$ cat src/hw/msi_regs.svh
// Purpose: Constants for the serial init receiver of a packet DRAM device
// Assumes: Serial link clock is sampled by the 200 MHz system clock
// Notes: Field positions of the setup register are local choices
//
// Contract
// - Serial reset clears seven registers, presets setup
// - Broadcast powerdown wake moves device to relax
// - Fast clock locks domain, stores autoskip only while soft and serial reset are inactive
// - Release soft reset leaves core data undefined
// - Opcode 0010 asserts reset, 16 cycle wait
// - Opcode 1011 releases reset, 4 cycle wait
// - Opcode 0100 fast clock, 4 cycle wait
// - Request framed by 11110000 on both edges
`ifndef MSI_REGS_SVH
`define MSI_REGS_SVH

// ---------------------------------------------------------------------
// Framing and packet
// ---------------------------------------------------------------------
`define MSI_FRAME_PATTERN 8'hf0
`define MSI_PKT_LAST 4'hf
`define MSI_SOP_MSB 9
`define MSI_SOP_LSB 6
`define MSI_SBC_BIT 5
`define MSI_SDEV_HI_BIT 10
`define MSI_SDEV_LO_MSB 4

// ---------------------------------------------------------------------
// Opcodes and guard intervals in serial clock cycles
// ---------------------------------------------------------------------
`define MSI_OP_ASSERT_RST 4'h2
`define MSI_OP_RELEASE_RST 4'hb
`define MSI_OP_FAST_CLK 4'h4
`define MSI_WAIT_ASSERT_RST 5'h10
`define MSI_WAIT_RELEASE_RST 5'h04
`define MSI_WAIT_FAST_CLK 5'h04

// ---------------------------------------------------------------------
// Setup register layout and reset values
// ---------------------------------------------------------------------
`define MSI_SETUP_ID_MSB 5
`define MSI_SETUP_ID_LSB 0
`define MSI_SETUP_SKIP_BIT 6
`define MSI_SETUP_LOWPWR_SR_BIT 7
`define MSI_SETUP_LIGHT_SR_BIT 8
`define MSI_SETUP_PDOWN_SR_BIT 9
`define MSI_SETUP_RESET 16'h007f
`define MSI_ZERO16 16'h0000
`define MSI_ZERO7 7'h00

`endif

$ cat src/hw/msi_pkg.sv
// Purpose: Types for the serial init receiver
// Assumes: Constants come from msi_regs.svh
// Notes: None
package msi_pkg;

  typedef enum logic [1:0] {
    MSI_PWR_POWERDOWN,
    MSI_PWR_RELAX
  } msi_power_type;

  typedef enum logic [2:0] {
    MSI_SEL_SETUP,
    MSI_SEL_SCRATCH_A,
    MSI_SEL_DRIVE_A,
    MSI_SEL_DRIVE_B,
    MSI_SEL_SCRATCH_C,
    MSI_SEL_SCRATCH_D
  } msi_sel_type;

  typedef struct packed {
    logic [15:0] scratch_test_reg_a;
    logic [6:0] drive_current_a;
    logic [6:0] drive_current_b;
    logic skip_field;
    logic autoskip_flag;
    logic [15:0] scratch_test_reg_c;
    logic [15:0] scratch_test_reg_d;
  } msi_cleared_type;

  typedef struct packed {
    logic wr;
    msi_sel_type sel;
    logic [15:0] data;
  } msi_wr_type;

endpackage

$ cat src/hw/msi_top.sv
// Purpose: Device side of the serial config link power-up sequence
// Assumes: Link clock, command, data and strap pins are asynchronous
// Notes: Register writes arrive on the same clock from the packet decoder
`timescale 1ns/1ps
`include "msi_regs.svh"

module msi_top
  import msi_pkg::*;
(
  input wire logic CLK_SYS_I,
  input wire logic RESET_N_I,
  input wire logic SCK_I,
  input wire logic CMD_I,
  input wire logic SIO_IN_I,
  input wire logic SIO_RESET_I,
  input wire logic POWERDOWN_WAKE_I,
  input wire logic READ_DOMAIN_I,
  input wire msi_wr_type REG_WR_I,
  output logic [15:0] SETUP_REG_O,
  output msi_cleared_type CLEARED_REGS_O,
  output msi_power_type POWER_STATE_O,
  output logic SOFT_RESET_O,
  output logic FAST_CLOCK_O,
  output logic READ_DOMAIN_O,
  output logic CORE_DATA_UNDEFINED_O,
  output logic SEQ_ERROR_O,
  output logic [3:0] LAST_OPCODE_O
);

  // -------------------------------------------------------------------
  // Reset release
  // -------------------------------------------------------------------
  logic [1:0] rst_sync_r;
  logic rst_n;

  always_ff @(posedge CLK_SYS_I or negedge RESET_N_I) begin
    if (!RESET_N_I) begin
      rst_sync_r <= 2'h0;
    end else begin
      rst_sync_r <= {rst_sync_r[0], 1'h1};
    end
  end
  assign rst_n = rst_sync_r[1];

  // -------------------------------------------------------------------
  // Pin synchronisers
  // -------------------------------------------------------------------
  localparam int NPIN = 6;
  logic [NPIN-1:0] pin_meta_r;
  logic [NPIN-1:0] pin_sync_r;
  logic [NPIN-1:0] pin_raw;

  assign pin_raw = {READ_DOMAIN_I, POWERDOWN_WAKE_I, SIO_RESET_I, SIO_IN_I, CMD_I, SCK_I};

  genvar g;
  generate
    for (g = 0; g < NPIN; g++) begin : g_sync
      always_ff @(posedge CLK_SYS_I or negedge rst_n) begin
        if (!rst_n) begin
          pin_meta_r[g] <= 1'h0;
          pin_sync_r[g] <= 1'h0;
        end else begin
          pin_meta_r[g] <= pin_raw[g];
          pin_sync_r[g] <= pin_meta_r[g];
        end
      end
    end
  endgenerate

  logic sck_s, cmd_s, sio_s, sio_rst_s, wake_s, domain_s;
  assign {domain_s, wake_s, sio_rst_s, sio_s, cmd_s, sck_s} = pin_sync_r;

  // -------------------------------------------------------------------
  // Link clock edges
  // -------------------------------------------------------------------
  logic sck_d_r;
  logic sck_rise;
  logic sck_fall;

  always_ff @(posedge CLK_SYS_I or negedge rst_n) begin
    if (!rst_n) begin
      sck_d_r <= 1'h0;
    end else begin
      sck_d_r <= sck_s;
    end
  end
  assign sck_rise = sck_s & ~sck_d_r;
  assign sck_fall = ~sck_s & sck_d_r;

  // -------------------------------------------------------------------
  // Framing and packet capture
  // -------------------------------------------------------------------
  logic [7:0] frame_r;
  logic [7:0] frame_nxt;
  logic capturing_r;
  logic [3:0] bit_cnt_r;
  logic [15:0] pkt_r;
  logic [15:0] pkt_nxt;
  logic frame_hit;
  logic pkt_done;

  assign frame_nxt = {frame_r[6:0], cmd_s};
  assign frame_hit = (sck_rise | sck_fall) & ~capturing_r
                     & (frame_nxt == `MSI_FRAME_PATTERN);
  assign pkt_nxt = {pkt_r[14:0], sio_s};
  assign pkt_done = capturing_r & sck_fall & (bit_cnt_r == `MSI_PKT_LAST);

  always_ff @(posedge CLK_SYS_I or negedge rst_n) begin
    if (!rst_n) begin
      frame_r <= 8'h00;
      capturing_r <= 1'h0;
      bit_cnt_r <= 4'h0;
      pkt_r <= 16'h0000;
    end else begin
      if (sck_rise | sck_fall) begin
        frame_r <= frame_hit ? 8'h00 : frame_nxt;
      end
      if (frame_hit) begin
        capturing_r <= 1'h1;
        bit_cnt_r <= 4'h0;
      end else if (capturing_r & sck_fall) begin
        pkt_r <= pkt_nxt;
        bit_cnt_r <= bit_cnt_r + 4'h1;
        if (pkt_done) begin
          capturing_r <= 1'h0;
        end
      end
    end
  end

  // -------------------------------------------------------------------
  // Request decode
  // -------------------------------------------------------------------
  logic [3:0] sop;
  logic [5:0] sdev;
  logic selected;
  logic do_assert_rst;
  logic do_release_rst;
  logic do_fast_clk;

  assign sop = pkt_nxt[`MSI_SOP_MSB:`MSI_SOP_LSB];
  assign sdev = {pkt_nxt[`MSI_SDEV_HI_BIT], pkt_nxt[`MSI_SDEV_LO_MSB:0]};
  assign selected = pkt_nxt[`MSI_SBC_BIT]
                    | (sdev == SETUP_REG_O[`MSI_SETUP_ID_MSB:`MSI_SETUP_ID_LSB]);
  assign do_assert_rst = pkt_done & selected & (sop == `MSI_OP_ASSERT_RST);
  assign do_release_rst = pkt_done & selected & (sop == `MSI_OP_RELEASE_RST);
  assign do_fast_clk = pkt_done & selected & (sop == `MSI_OP_FAST_CLK);

  // -------------------------------------------------------------------
  // Guard interval after each selected assert reset, release reset or fast clock command
  // -------------------------------------------------------------------
  logic [4:0] guard_r;
  logic [4:0] guard_nxt;
  logic guard_busy;
  logic early_req;
  logic bad_pair;
  logic repeat_cmd;

  assign guard_busy = (guard_r != 5'h00);
  assign early_req = frame_hit & guard_busy;
  assign bad_pair = do_release_rst & ~SOFT_RESET_O;
  assign repeat_cmd = (do_fast_clk & FAST_CLOCK_O) | (do_assert_rst & SOFT_RESET_O);
  assign guard_nxt = do_assert_rst ? `MSI_WAIT_ASSERT_RST :
                     do_release_rst ? `MSI_WAIT_RELEASE_RST :
                     do_fast_clk ? `MSI_WAIT_FAST_CLK :
                     (sck_fall & guard_busy) ? guard_r - 5'h01 : guard_r;

  always_ff @(posedge CLK_SYS_I or negedge rst_n) begin
    if (!rst_n) begin
      guard_r <= 5'h00;
      SEQ_ERROR_O <= 1'h0;
      LAST_OPCODE_O <= 4'h0;
    end else begin
      guard_r <= guard_nxt;
      if (early_req | bad_pair | repeat_cmd) begin
        SEQ_ERROR_O <= 1'h1;
      end else if (sio_rst_s) begin
        SEQ_ERROR_O <= 1'h0;
      end
      if (pkt_done) begin
        LAST_OPCODE_O <= sop;
      end
    end
  end

  // -------------------------------------------------------------------
  // Registers cleared by serial reset and soft reset
  // -------------------------------------------------------------------
  logic regs_to_reset;
  logic wr_setup;
  logic wr_sa;
  logic wr_da;
  logic wr_db;
  logic wr_sc;
  logic wr_sd;

  assign regs_to_reset = sio_rst_s | do_assert_rst | SOFT_RESET_O;
  assign wr_setup = REG_WR_I.wr & (REG_WR_I.sel == MSI_SEL_SETUP);
  assign wr_sa = REG_WR_I.wr & (REG_WR_I.sel == MSI_SEL_SCRATCH_A);
  assign wr_da = REG_WR_I.wr & (REG_WR_I.sel == MSI_SEL_DRIVE_A);
  assign wr_db = REG_WR_I.wr & (REG_WR_I.sel == MSI_SEL_DRIVE_B);
  assign wr_sc = REG_WR_I.wr & (REG_WR_I.sel == MSI_SEL_SCRATCH_C);
  assign wr_sd = REG_WR_I.wr & (REG_WR_I.sel == MSI_SEL_SCRATCH_D);

  always_ff @(posedge CLK_SYS_I or negedge rst_n) begin
    if (!rst_n) begin
      SETUP_REG_O <= `MSI_SETUP_RESET;
      CLEARED_REGS_O <= '0;
    end else if (regs_to_reset) begin
      SETUP_REG_O <= `MSI_SETUP_RESET;
      CLEARED_REGS_O <= '0;
    end else begin
      if (wr_setup) begin
        SETUP_REG_O <= REG_WR_I.data;
      end
      if (wr_sa) begin
        CLEARED_REGS_O.scratch_test_reg_a <= REG_WR_I.data;
      end
      if (wr_da) begin
        CLEARED_REGS_O.drive_current_a <= REG_WR_I.data[6:0];
      end
      if (wr_db) begin
        CLEARED_REGS_O.drive_current_b <= REG_WR_I.data[6:0];
      end
      if (wr_sc) begin
        CLEARED_REGS_O.scratch_test_reg_c <= REG_WR_I.data;
      end
      if (wr_sd) begin
        CLEARED_REGS_O.scratch_test_reg_d <= REG_WR_I.data;
      end
      if (do_fast_clk) begin
        CLEARED_REGS_O.autoskip_flag <= domain_s;
        CLEARED_REGS_O.skip_field <= SETUP_REG_O[`MSI_SETUP_SKIP_BIT];
      end
    end
  end

  // -------------------------------------------------------------------
  // Soft reset, fast clock and power state
  // -------------------------------------------------------------------
  msi_power_type pwr_nxt;

  always_comb begin
    pwr_nxt = POWER_STATE_O;
    case (POWER_STATE_O)
      MSI_PWR_POWERDOWN: begin
        if (wake_s) begin
          pwr_nxt = MSI_PWR_RELAX;
        end
      end
      MSI_PWR_RELAX: begin
        if (sio_rst_s) begin
          pwr_nxt = MSI_PWR_POWERDOWN;
        end
      end
      default: begin
        pwr_nxt = MSI_PWR_POWERDOWN;
      end
    endcase
  end

  always_ff @(posedge CLK_SYS_I or negedge rst_n) begin
    if (!rst_n) begin
      POWER_STATE_O <= MSI_PWR_POWERDOWN;
      SOFT_RESET_O <= 1'h0;
      FAST_CLOCK_O <= 1'h0;
      READ_DOMAIN_O <= 1'h0;
      CORE_DATA_UNDEFINED_O <= 1'h0;
    end else begin
      POWER_STATE_O <= pwr_nxt;
      if (do_assert_rst) begin
        SOFT_RESET_O <= 1'h1;
      end else if (do_release_rst | sio_rst_s) begin
        SOFT_RESET_O <= 1'h0;
      end
      if (do_release_rst & SOFT_RESET_O) begin
        CORE_DATA_UNDEFINED_O <= 1'h1;
      end
      if (do_fast_clk) begin
        FAST_CLOCK_O <= 1'h1;
        READ_DOMAIN_O <= domain_s;
      end else if (sio_rst_s) begin
        FAST_CLOCK_O <= 1'h0;
      end
    end
  end

endmodule

$ cat config.mk
export PLATFORM = sky130hd
export DESIGN_NAME = msi_top
export DESIGN_NICKNAME = d
export VERILOG_FILES = /design/src/hw/msi_pkg.sv /design/src/hw/msi_top.sv
export VERILOG_INCLUDE_DIRS = /design/src /design/src/hw
export SDC_FILE = /design/constraint.sdc
export NUM_CORES = 1
export LEC_CHECK = 0
export ABC_AREA = 0
export BUFFER_PORTS_ARGS = -buffer_cell sky130_fd_sc_hd__buf_2
export CAP_MARGIN = 15
export CORE_AREA = 2 2 100 127
export DETAILED_ROUTE_END_ITERATION = 12
export DIE_AREA = 0 0 102 129
export PLACE_DENSITY = 0.79
export SKIP_LAST_GASP = 1
export SLEW_MARGIN = 20
export SYNTH_ARGS = -nofsm -noshare
export SYNTH_HDL_FRONTEND = slang
export SYNTH_SLANG_ARGS = --single-unit
export TNS_END_PERCENT = 20
$ cat constraint.sdc
create_clock -name CLK_SYS_I -period 6.7 [get_ports CLK_SYS_I]
set_input_delay 1.005 -clock CLK_SYS_I [delete_from_list [all_inputs] [get_ports CLK_SYS_I]]
set_output_delay 1.005 -clock CLK_SYS_I [all_outputs]
set_load 0.02 [all_outputs]
### Word-level counts from Yosys, hierarchy flattened

Cells that the tools add are included.

| operators by class | value |
|---|---|
| add/subtract/negate cells | 2 |
| equality and inequality tests | 14 |
| mux-type cells | 27 |
| bitwise gates (word level) | 35 |
| reductions and logical operators | 19 |

Operators by type and width:

| operator | count |
|---|---|
| 16-bit two-way mux | 5 |
| 64-bit two-way mux | 1 |
| 2-bit nonzero test | 12 |
| 1-bit bitwise AND | 22 |
| 7-bit two-way mux | 3 |
| 5-bit two-way mux | 4 |
| 4-bit equality test (second input constant) | 2 |
| 8-bit equality test (second input constant) | 1 |
| 1-bit two-way mux | 8 |
| 4-bit two-way mux | 2 |
| 1-bit bitwise OR | 8 |
| 3-bit by 2-bit equality test with 1-bit output (second input constant) | 2 |
| 3-bit equality test (second input constant) | 2 |
| 6-bit equality test | 1 |
| 2-bit two-way mux | 3 |
| 2-bit AND reduction | 3 |
| 1-bit inverter | 5 |
| 5-bit nonzero test | 1 |
| 5-bit by 1-bit subtractor with 5-bit output (second input constant) | 1 |
| 4-bit by 1-bit adder with 4-bit output (second input constant) | 1 |
| 4-bit by 2-bit equality test with 1-bit output (second input constant) | 1 |
| 4-bit by 3-bit equality test with 1-bit output (second input constant) | 1 |
| 2-bit inequality test (second input constant) | 2 |
| 2-bit case mux with 2 select lines | 1 |
| 5 further kinds | 5 |

| storage, ports and cells | value |
|---|---|
| register bits after elaboration | 133 |
| output and inout bits | 91 |
| logic and storage cells | 131 |

### Logic depth before layout (Yosys ltp)

Gate-level depths: netlist (run 1).

| logic depth | value |
|---|---|
| word-level depth | 10 |
| mapped depth | 9 |
| mapped depth without buffers | 7 |

### Worst setup path before layout (run 1)

Ideal clock, no wire load.

| path | value |
|---|---|
| kind | in2reg |
| start | input port REG_WR_I[16] (netlist bit) |
| end | register CLEARED_REGS_O[0] (netlist bit) |
| library setup time | 77 ps |
| arrival time | 2189 ps |
| data required time | 6623 ps |
| setup slack | 4434 ps |
| cell stages on the path | 5 |
| path buffers | 2 |
| cells stage by stage | clkbuf_1 nor3b_1 clkbuf_1 nand2_1 a21oi_1 |

| on the way | value |
|---|---|
| word-level cells in the longest chain between the ends | 3 |

Ends and longest elaborated chain:

| element | RTL line | source |
|---|---|---|
| start: declaration | msi_top.sv:18 | `input wire msi_wr_type REG_WR_I,` |
| 3-bit equality test | msi_top.sv:203 | `assign wr_sd = REG_WR_I.wr & (REG_WR_I.sel == MSI_SEL_SCRATCH_D);` |
| 1-bit bitwise AND | msi_top.sv:203 |  |
| 2-bit nonzero test (no line) | -- |  |
| end: declaration | msi_top.sv:20 | `output msi_cleared_type CLEARED_REGS_O,` |

Every way passes these cells.
A chain may end at the register's enable or synchronous reset.

### Final worst setup path (run 1)

| path | value |
|---|---|
| start | register pin_sync_r[0], in the netlist sck_s |
| end | register CLEARED_REGS_O[8] (netlist bit) |

| on the way | value |
|---|---|
| word-level cells in the longest chain between the ends | 9 |

Ends and longest elaborated chain:

| element | RTL line | source |
|---|---|---|
| start: declaration | msi_top.sv:50 | `logic [NPIN-1:0] pin_sync_r;` |
| start signal: indexed assignment | msi_top.sv:64 | `pin_sync_r[g] <= pin_meta_r[g];` |
| 1-bit inverter * | msi_top.sv:88 | `assign sck_fall = ~sck_s & sck_d_r;` |
| 1-bit bitwise AND * | msi_top.sv:88 |  |
| 1-bit bitwise AND * (2 in a row) | msi_top.sv:106 | `` assign pkt_done = capturing_r & sck_fall & (bit_cnt_r == `MSI_PKT_LAST); `` |
| 1-bit bitwise AND * (2 in a row) | msi_top.sv:145 | `` assign do_assert_rst = pkt_done & selected & (sop == `MSI_OP_ASSERT_RST); `` |
| 1-bit bitwise OR * (2 in a row) | msi_top.sv:197 | `assign regs_to_reset = sio_rst_s \| do_assert_rst \| SOFT_RESET_O;` |
| 64-bit two-way mux / 2-bit nonzero test (equally long branches) | -- |  |

Every way passes the cells marked *; elsewhere a longest branch is shown, timed or not.

==> results of run 1 <==
## worst max-delay path, cell delays in order (launching register included)
cell and delay, ps:
dfrtp_1 380, inv_1 60, ha_1 230, and3_4 230
and3_1 330, nand3b_4 170, o31ai_4 340, buf_4 670
a21oi_1 110
## sequential cells by signal, summed over array words and instances (netlist names), 2 cells and up
name and flops:
SETUP_REG_O 16, CLEARED_REGS_O 64, LAST_OPCODE_O 4, guard_r 5
bit_cnt_r 4, pkt_r 10, rst_sync_r 2, frame_r 7
pin_meta_r 6
## placed cells by master (no fill, tap or decap), drive strengths merged, types with 3 or more instances in the layout
master and n:
nand2 142, dfrtp 125, buf 119, a21oi 63, nor2 27, clkbuf 22, mux2 17, mux2i 15
o21ai 12, nand3 12, inv 10, dfstp 7, xnor2 7, xor2 4, nand4 4, bufinv 4
clkinv 4, and3 4, nand2b 3, ha 3, a21o 3, o31ai 3
## kinds of logic (layout without fill, tap and decap cells)
| family | after synthesis | in the layout | synth area share |
|---|---|---|---|
| and+or+nand+nor | 209 | 209 | 0.166 |
| DFF | 132 | 132 | 0.599 |
| AOI/OAI and AO/OA | 97 | 97 | 0.110 |
| buffers and inverters | 37 | 160 | 0.0369 |
| muxes | 32 | 32 | 0.0618 |
| xor gates and xnor gates | 11 | 11 | 0.0174 |
| adders and majority gates | 3 | 3 | 0.00679 |
| other | 2 | 2 | 0.00136 |
## cell type report
type                    instances  area [µm²]
repair buffers                119         601
well taps                     164         205
clock inverters                 9         151
flip-flops and latches        132        3320
fillers                      1084        5130
clock buffers                  22         474
inverters                      10        37.5
multi-input cells             354        2020
## metrics by stage
| step | cell area (µm²) | hold slack [ps] | worst slack (ps) | std cells | util |
|---|---|---|---|---|---|
| floorplan | 5530 | 331 | 2760 | 523 | - |
| global placement | 6180 | 335 | 4020 | 779 | 0.518 |
| detailed placement | 6180 | 338 | 3910 | 779 | 0.518 |
| CTS | 6810 | 351 | 4020 | 810 | 0.570 |
| global route | 6810 | 347 | 3790 | 810 | 0.570 |
| finish | 6810 | 349 | 3980 | 810 | 0.570 |
## metal layers
metal | track usage | wire [µm] | vias up
li1 | - | - | 1988
met1 | 0.271 | 5280 | 2102
met2 | 0.367 | 7030 | 151
met3 | 0.0608 | 771 | 26
met4 | 0.0816 | 260 | 0
met5 | 0 | 0 | -
## worst max-delay path by stage
stage	start	endpoint	slack, ps	depth (start not counted)
6_report	sck_s	CLEARED_REGS_O[8]	3980	8
5_1_grt	sck_s	CLEARED_REGS_O[57]	3790	8
4_1_cts	sck_s	CLEARED_REGS_O[8]	4020	8
3_5_place_dp	REG_WR_I[19]	CLEARED_REGS_O[56]	3910	6
3_3_place_gp	REG_WR_I[19]	CLEARED_REGS_O[60]	4020	6
2_1_floorplan	rst_sync_r[1]	CLEARED_REGS_O[0]	2760	0
## where the power goes
group | switching, mW | internal, mW | leakage (nW)
logic | 0.108 | 0.0630 | 1.30
registers | 0.0439 | 0.846 | 1.75
clock network | 0.324 | 0.649 | 0.306
==> impl_metrics.csv, run 1 <==
group,metric,value,unit
critical_path,worstRegToRegCells,8,
routing,drt_iter0_drc,235,
synth,synth_ff_type,"dfrtp_1",
worst_hold_path,hp-class,"reg -> reg",
clocking,cts_buffers,17,
clocking,clk_latency,410,ps
floorplan,die_h,129,µm
grt,grt_pass1_wl,22200,µm
placed_design,place_hpwl,9370,µm
floorplan,core,11900,µm²
sta,fmax,368,MHz
synth,ys_top_cells_by_area,"dfrtp_1 57%, nand2_1 9.6%, a21oi_1 4.8%, mux2_2 3.5%, dfstp_2 3.3%",
synth,ys_async_sr_fraction,1.00,
synth,synth_warnings,0,
sta,fin_tns_setup,0,ps
synth,syn_avg_cell_area,10.6,µm²
clocking,htree_levels,4,
synth,yosysTopAreaCell,"dfrtp_1",
floorplan,std_cell_rows,45,
pwr,peakVddDrop,0.155,mV
clocking,cts_resized,0,
sta,rsz0062_at_grt,"false",
placed_design,portBuffers,117,
pwr,p_per_area,299,nW/µm²
critical_path,cp.required,6950,ps
sta,max_slew_margin,0.280,
sta,hold_violations,0,
critical_path,path_max_fanout,71,
routing,vias,4267,
finish,area.growth.synth_to_final,23.2,%
finish,num_antenna_cells,0,
floorplan,die_area,13200,µm²
routing,wirelength,13300,µm
critical_path,cp-start-kind,"register",
routing,drt_pass1_iterations,5,
grt,grt_pass1_vias,4462,
synth,yosysTopAreaCellShare,0.566,
sta,worst_clock_skew,5.08,ps
clocking,cts_tree,"done",
sta,drv_slew,0,
critical_path,r2r-end,"CLEARED_REGS_O[8]",
synth,synth.top_cells.by_count,"142 x nand2_1, 125 x dfrtp_1, 53 x a21oi_1",
synth,ys_seq_area_frac,0.599,
grt,grt_util_all_layers,0.220,
pwr,leakagePower,3.36,nW
run_status,status,"finished clean",
grt,grt_max_degree,72,
critical_path,endpoint_kind,"register",
worst_hold_path,holdPathEnd,"wake_s",
worst_hold_path,worstHoldStart,"pin_meta_r[4]",
routing,post_drt_via_cell_ratio,5.27,
grt,antenna_found_initial,0,
critical_path,r2r-start,"sck_s",
sta,tightest_slew,1070,ps
floorplan,die_w,102,µm
synth,netlist_instances,523,
synth,syn_nets,554,
critical_path,critPathKind,"reg -> reg",
routing,remaining_drc_errors,0,
sta,timing.final.crit_share,0.406,
synth,synth_cell_types,57,
grt,overflow,0,
floorplan,io_pins,119,
finish,drive_gt1_frac,0.305,
critical_path,r2r_slack,3980,ps
routing,drt.antenna.violating_nets,0,
synth,syn_area,5530,µm²
clocking,clockRootBuffer,"clkbuf_16",
synth,yosys_register_bits,132,
clocking,path_clk_slew,50,ps
critical_path,worstPathArrival,2970,ps
worst_hold_path,hold-path-cell-count,0,
floorplan,initial_core_util,0.463,
clocking,cts_max_path_buffers,2,
finish,layout.nets,665,
sta,setup_viol,0,
clocking,cts_setup_buffers,0,
synth,synth_edf_count,0,
clocking,clock-sinks,132,
pwr,finalPower,2.03,mW
routing,wl_per_cell,16.5,µm
clocking,cts_hold_buf,0,
sta,min_period,2720,ps
run,drv_cap,0,
placed_design,place_congestion,0.943,
synth,yosys.cell_count.top_type,"nand2_1",
Note: power is estimated with default switching activity, not from simulation.
==> inputs of run 2 (changes only) <==
--- a/config.mk
+++ b/config.mk
@@ -12,7 +12,7 @@
 export CORE_AREA = 2 2 100 127
 export DETAILED_ROUTE_END_ITERATION = 12
 export DIE_AREA = 0 0 102 129
-export PLACE_DENSITY = 0.79
+export PLACE_DENSITY = 0.82
 export SKIP_LAST_GASP = 1
 export SLEW_MARGIN = 20
 export SYNTH_ARGS = -nofsm -noshare
==> constraint.sdc (replaced) <==
create_clock -name CLK_SYS_I -period 2.4 [get_ports CLK_SYS_I]
set_input_delay 0.36 -clock CLK_SYS_I [delete_from_list [all_inputs] [get_ports CLK_SYS_I]]
set_output_delay 0.36 -clock CLK_SYS_I [all_outputs]
set_load 0.02 [all_outputs]
==> run 2 against run 1 <==
Flip-flop and latch count did not move. Largest power group is now sequential cells. Critical endpoint is now CLEARED_REGS_O[19]. First-iteration DRC count grew 25%. Critical path type unchanged. Sequential share of layout area decreased by 0.44 points. Die area unchanged.
==> impl_metrics.csv, run 2 (synthesis results as in run 1) <==
group,metric,value,unit
grt,grt_pass1_wl,22700,µm
pwr,finalPower,5.42,mW
critical_path,worstPathArrival,2510,ps
finish,regMostFlops,"CLEARED_REGS_O",
finish,multiInputGateArea,2020,µm²
clocking,cts_max_path_buffers,2,
finish,num_antenna_cells,0,
routing,remaining_drc_errors,0,
critical_path,crit_end,"CLEARED_REGS_O[19]",
finish,reg_top3,"CLEARED_REGS_O (64), SETUP_REG_O (16), pkt_r (10)",
finish,layout_commonest_cell,"nand2_1",
routing,wirelength,13800,µm
sta,min_period,2220,ps
pwr,peakVddDrop,0.418,mV
pwr,leakagePower,3.41,nW
routing,drt.antenna.violating_nets,0,
clocking,cts_tree,"done",
floorplan,die_w,102,µm
critical_path,worstRegToRegCells,8,
placed_design,portBuffers,117,
sta,fmax,450,MHz
clocking,htree_levels,4,
sta,worst_clock_skew,9.62,ps
routing,post_drt_via_cell_ratio,5.23,
routing,vias,4309,
finish,largest_reg_flops,64,
grt,grt_util_all_layers,0.223,
sta,setup_viol,0,
routing,wl_per_cell,16.8,µm
critical_path,cp.required,2680,ps
critical_path,cp-start-kind,"register",
worst_hold_path,hp-class,"in -> reg",
critical_path,endpoint_kind,"register",
floorplan,die_area,13200,µm²
finish,drive_gt1_frac,0.318,
clocking,clk_latency,410,ps
grt,antenna_found_initial,0,
sta,drv_slew,0,
finish,layout.nets,678,
grt,overflow,0,
placed_design,place_congestion,0.902,
clocking,clock-sinks,132,
pwr,p_per_area,788,nW/µm²
finish,n_fill_cell,1044,
sta,max_slew_margin,0.533,
floorplan,core,11900,µm²
clocking,cts_buffers,17,
finish,area.growth.synth_to_final,24.3,%
finish,final_cell_mix,"142 x nand2_1, 124 x dfrtp_1, 117 x buf_2, 53 x a21oi_1, 27 x nor2_1",
floorplan,initial_core_util,0.463,
placed_design,place_hpwl,9860,µm
floorplan,io_pins,119,
critical_path,r2r_slack,180,ps
floorplan,die_h,129,µm
finish,seqCellArea,3320,µm²
sta,tightest_slew,700,ps
critical_path,r2r-start,"sck_s",
sta,rsz0062_at_grt,"false",
routing,drt_pass1_iterations,4,
grt,grt_max_degree,55,
clocking,cts_hold_buf,1,
sta,timing.final.crit_share,0.927,
run,drv_cap,0,
clocking,cts_setup_buffers,0,
sta,fin_tns_setup,0,ps
clocking,path_clk_slew,50,ps
critical_path,r2r-end,"CLEARED_REGS_O[19]",
routing,drt_iter0_drc,294,
run_status,status,"finished clean",
critical_path,path_max_fanout,25,
sta,hold_violations,0,
critical_path,cp-startpoint,"sck_s",
critical_path,critPathKind,"reg -> reg",
clocking,clockRootBuffer,"clkbuf_16",
grt,grt_pass1_vias,4461,
clocking,cts_resized,0,
floorplan,std_cell_rows,45,
sta,whs,60.8,ps
run 2: changes by cell type in the layout (fill, tap and decap cells not counted):
cell	delta
dlygate4sd3_1	+1
buf_4	+10
buf_12	+2
nor2_1	+1
clkbuf_8	+1
clkbuf_1	-1
clkinv_2	+4
bufinv_16	-3
nor2_2	-1
run 2: worst max-delay path, cell delays in order (launching register included):
cell      delay [ps]
dfrtp_1          370
inv_1             60
ha_1             260
and3_4           240
and3_1           230
nand3b_4         150
o31ai_4          360
buf_4            330
a21oi_1           80
run 2: report_power, final:
part | internal [mW] | leakage [nW] | switching, mW
clock | 1.52 | 0.285 | 0.917
sequential | 2.36 | 1.75 | 0.125
combinational | 0.191 | 1.38 | 0.301
total | 4.07 | 3.41 | 1.34
run 2: final cells by class:
cell class / count / area share
tap: 164 / 0.0299
clock inverter: 10 / 0.0118
clock buffer: 22 / 0.0705
sequential: 132 / 0.483
multi-input combinational: 354 / 0.294
inverter: 10 / 0.00546
timing repair buffer: 132 / 0.106
run 2: routing by layer:
layer / track usage / up-vias / share of wire
li1: - / 2012 / -
met1: 0.275 / 2141 / 0.40
met2: 0.375 / 128 / 0.52
met3: 0.0538 / 28 / 0.053
met4: 0.0933 / 0 / 0.025
met5: 0 / - / 0
run 2: how the worst min path moves through the flow:
stage	from	end	slack [ps]	cells past startpoint
after global routing	POWERDOWN_WAKE_I	pin_meta_r[4]	50	1
after global placement	RESET_N_I	rst_sync_r[0]	150	1
after floorplan	RESET_N_I	rst_sync_r[0]	60	0
after detailed placement	RESET_N_I	rst_sync_r[0]	150	1
after CTS	SIO_IN_I	pin_meta_r[2]	50	1
final	SIO_IN_I	pin_meta_r[2]	60	1
run 2: stage by stage:
| stage | util | worst slack [ps] | instances | cell area (µm²) |
|---|---|---|---|---|
| floorplan | - | 210 | 523 | 5530 |
| global placement | 0.527 | 272 | 791 | 6290 |
| detailed placement | 0.527 | 223 | 791 | 6290 |
| CTS | 0.576 | 186 | 824 | 6870 |
| global route | 0.576 | 48.0 | 824 | 6870 |
| finish | 0.576 | 175 | 824 | 6870 |
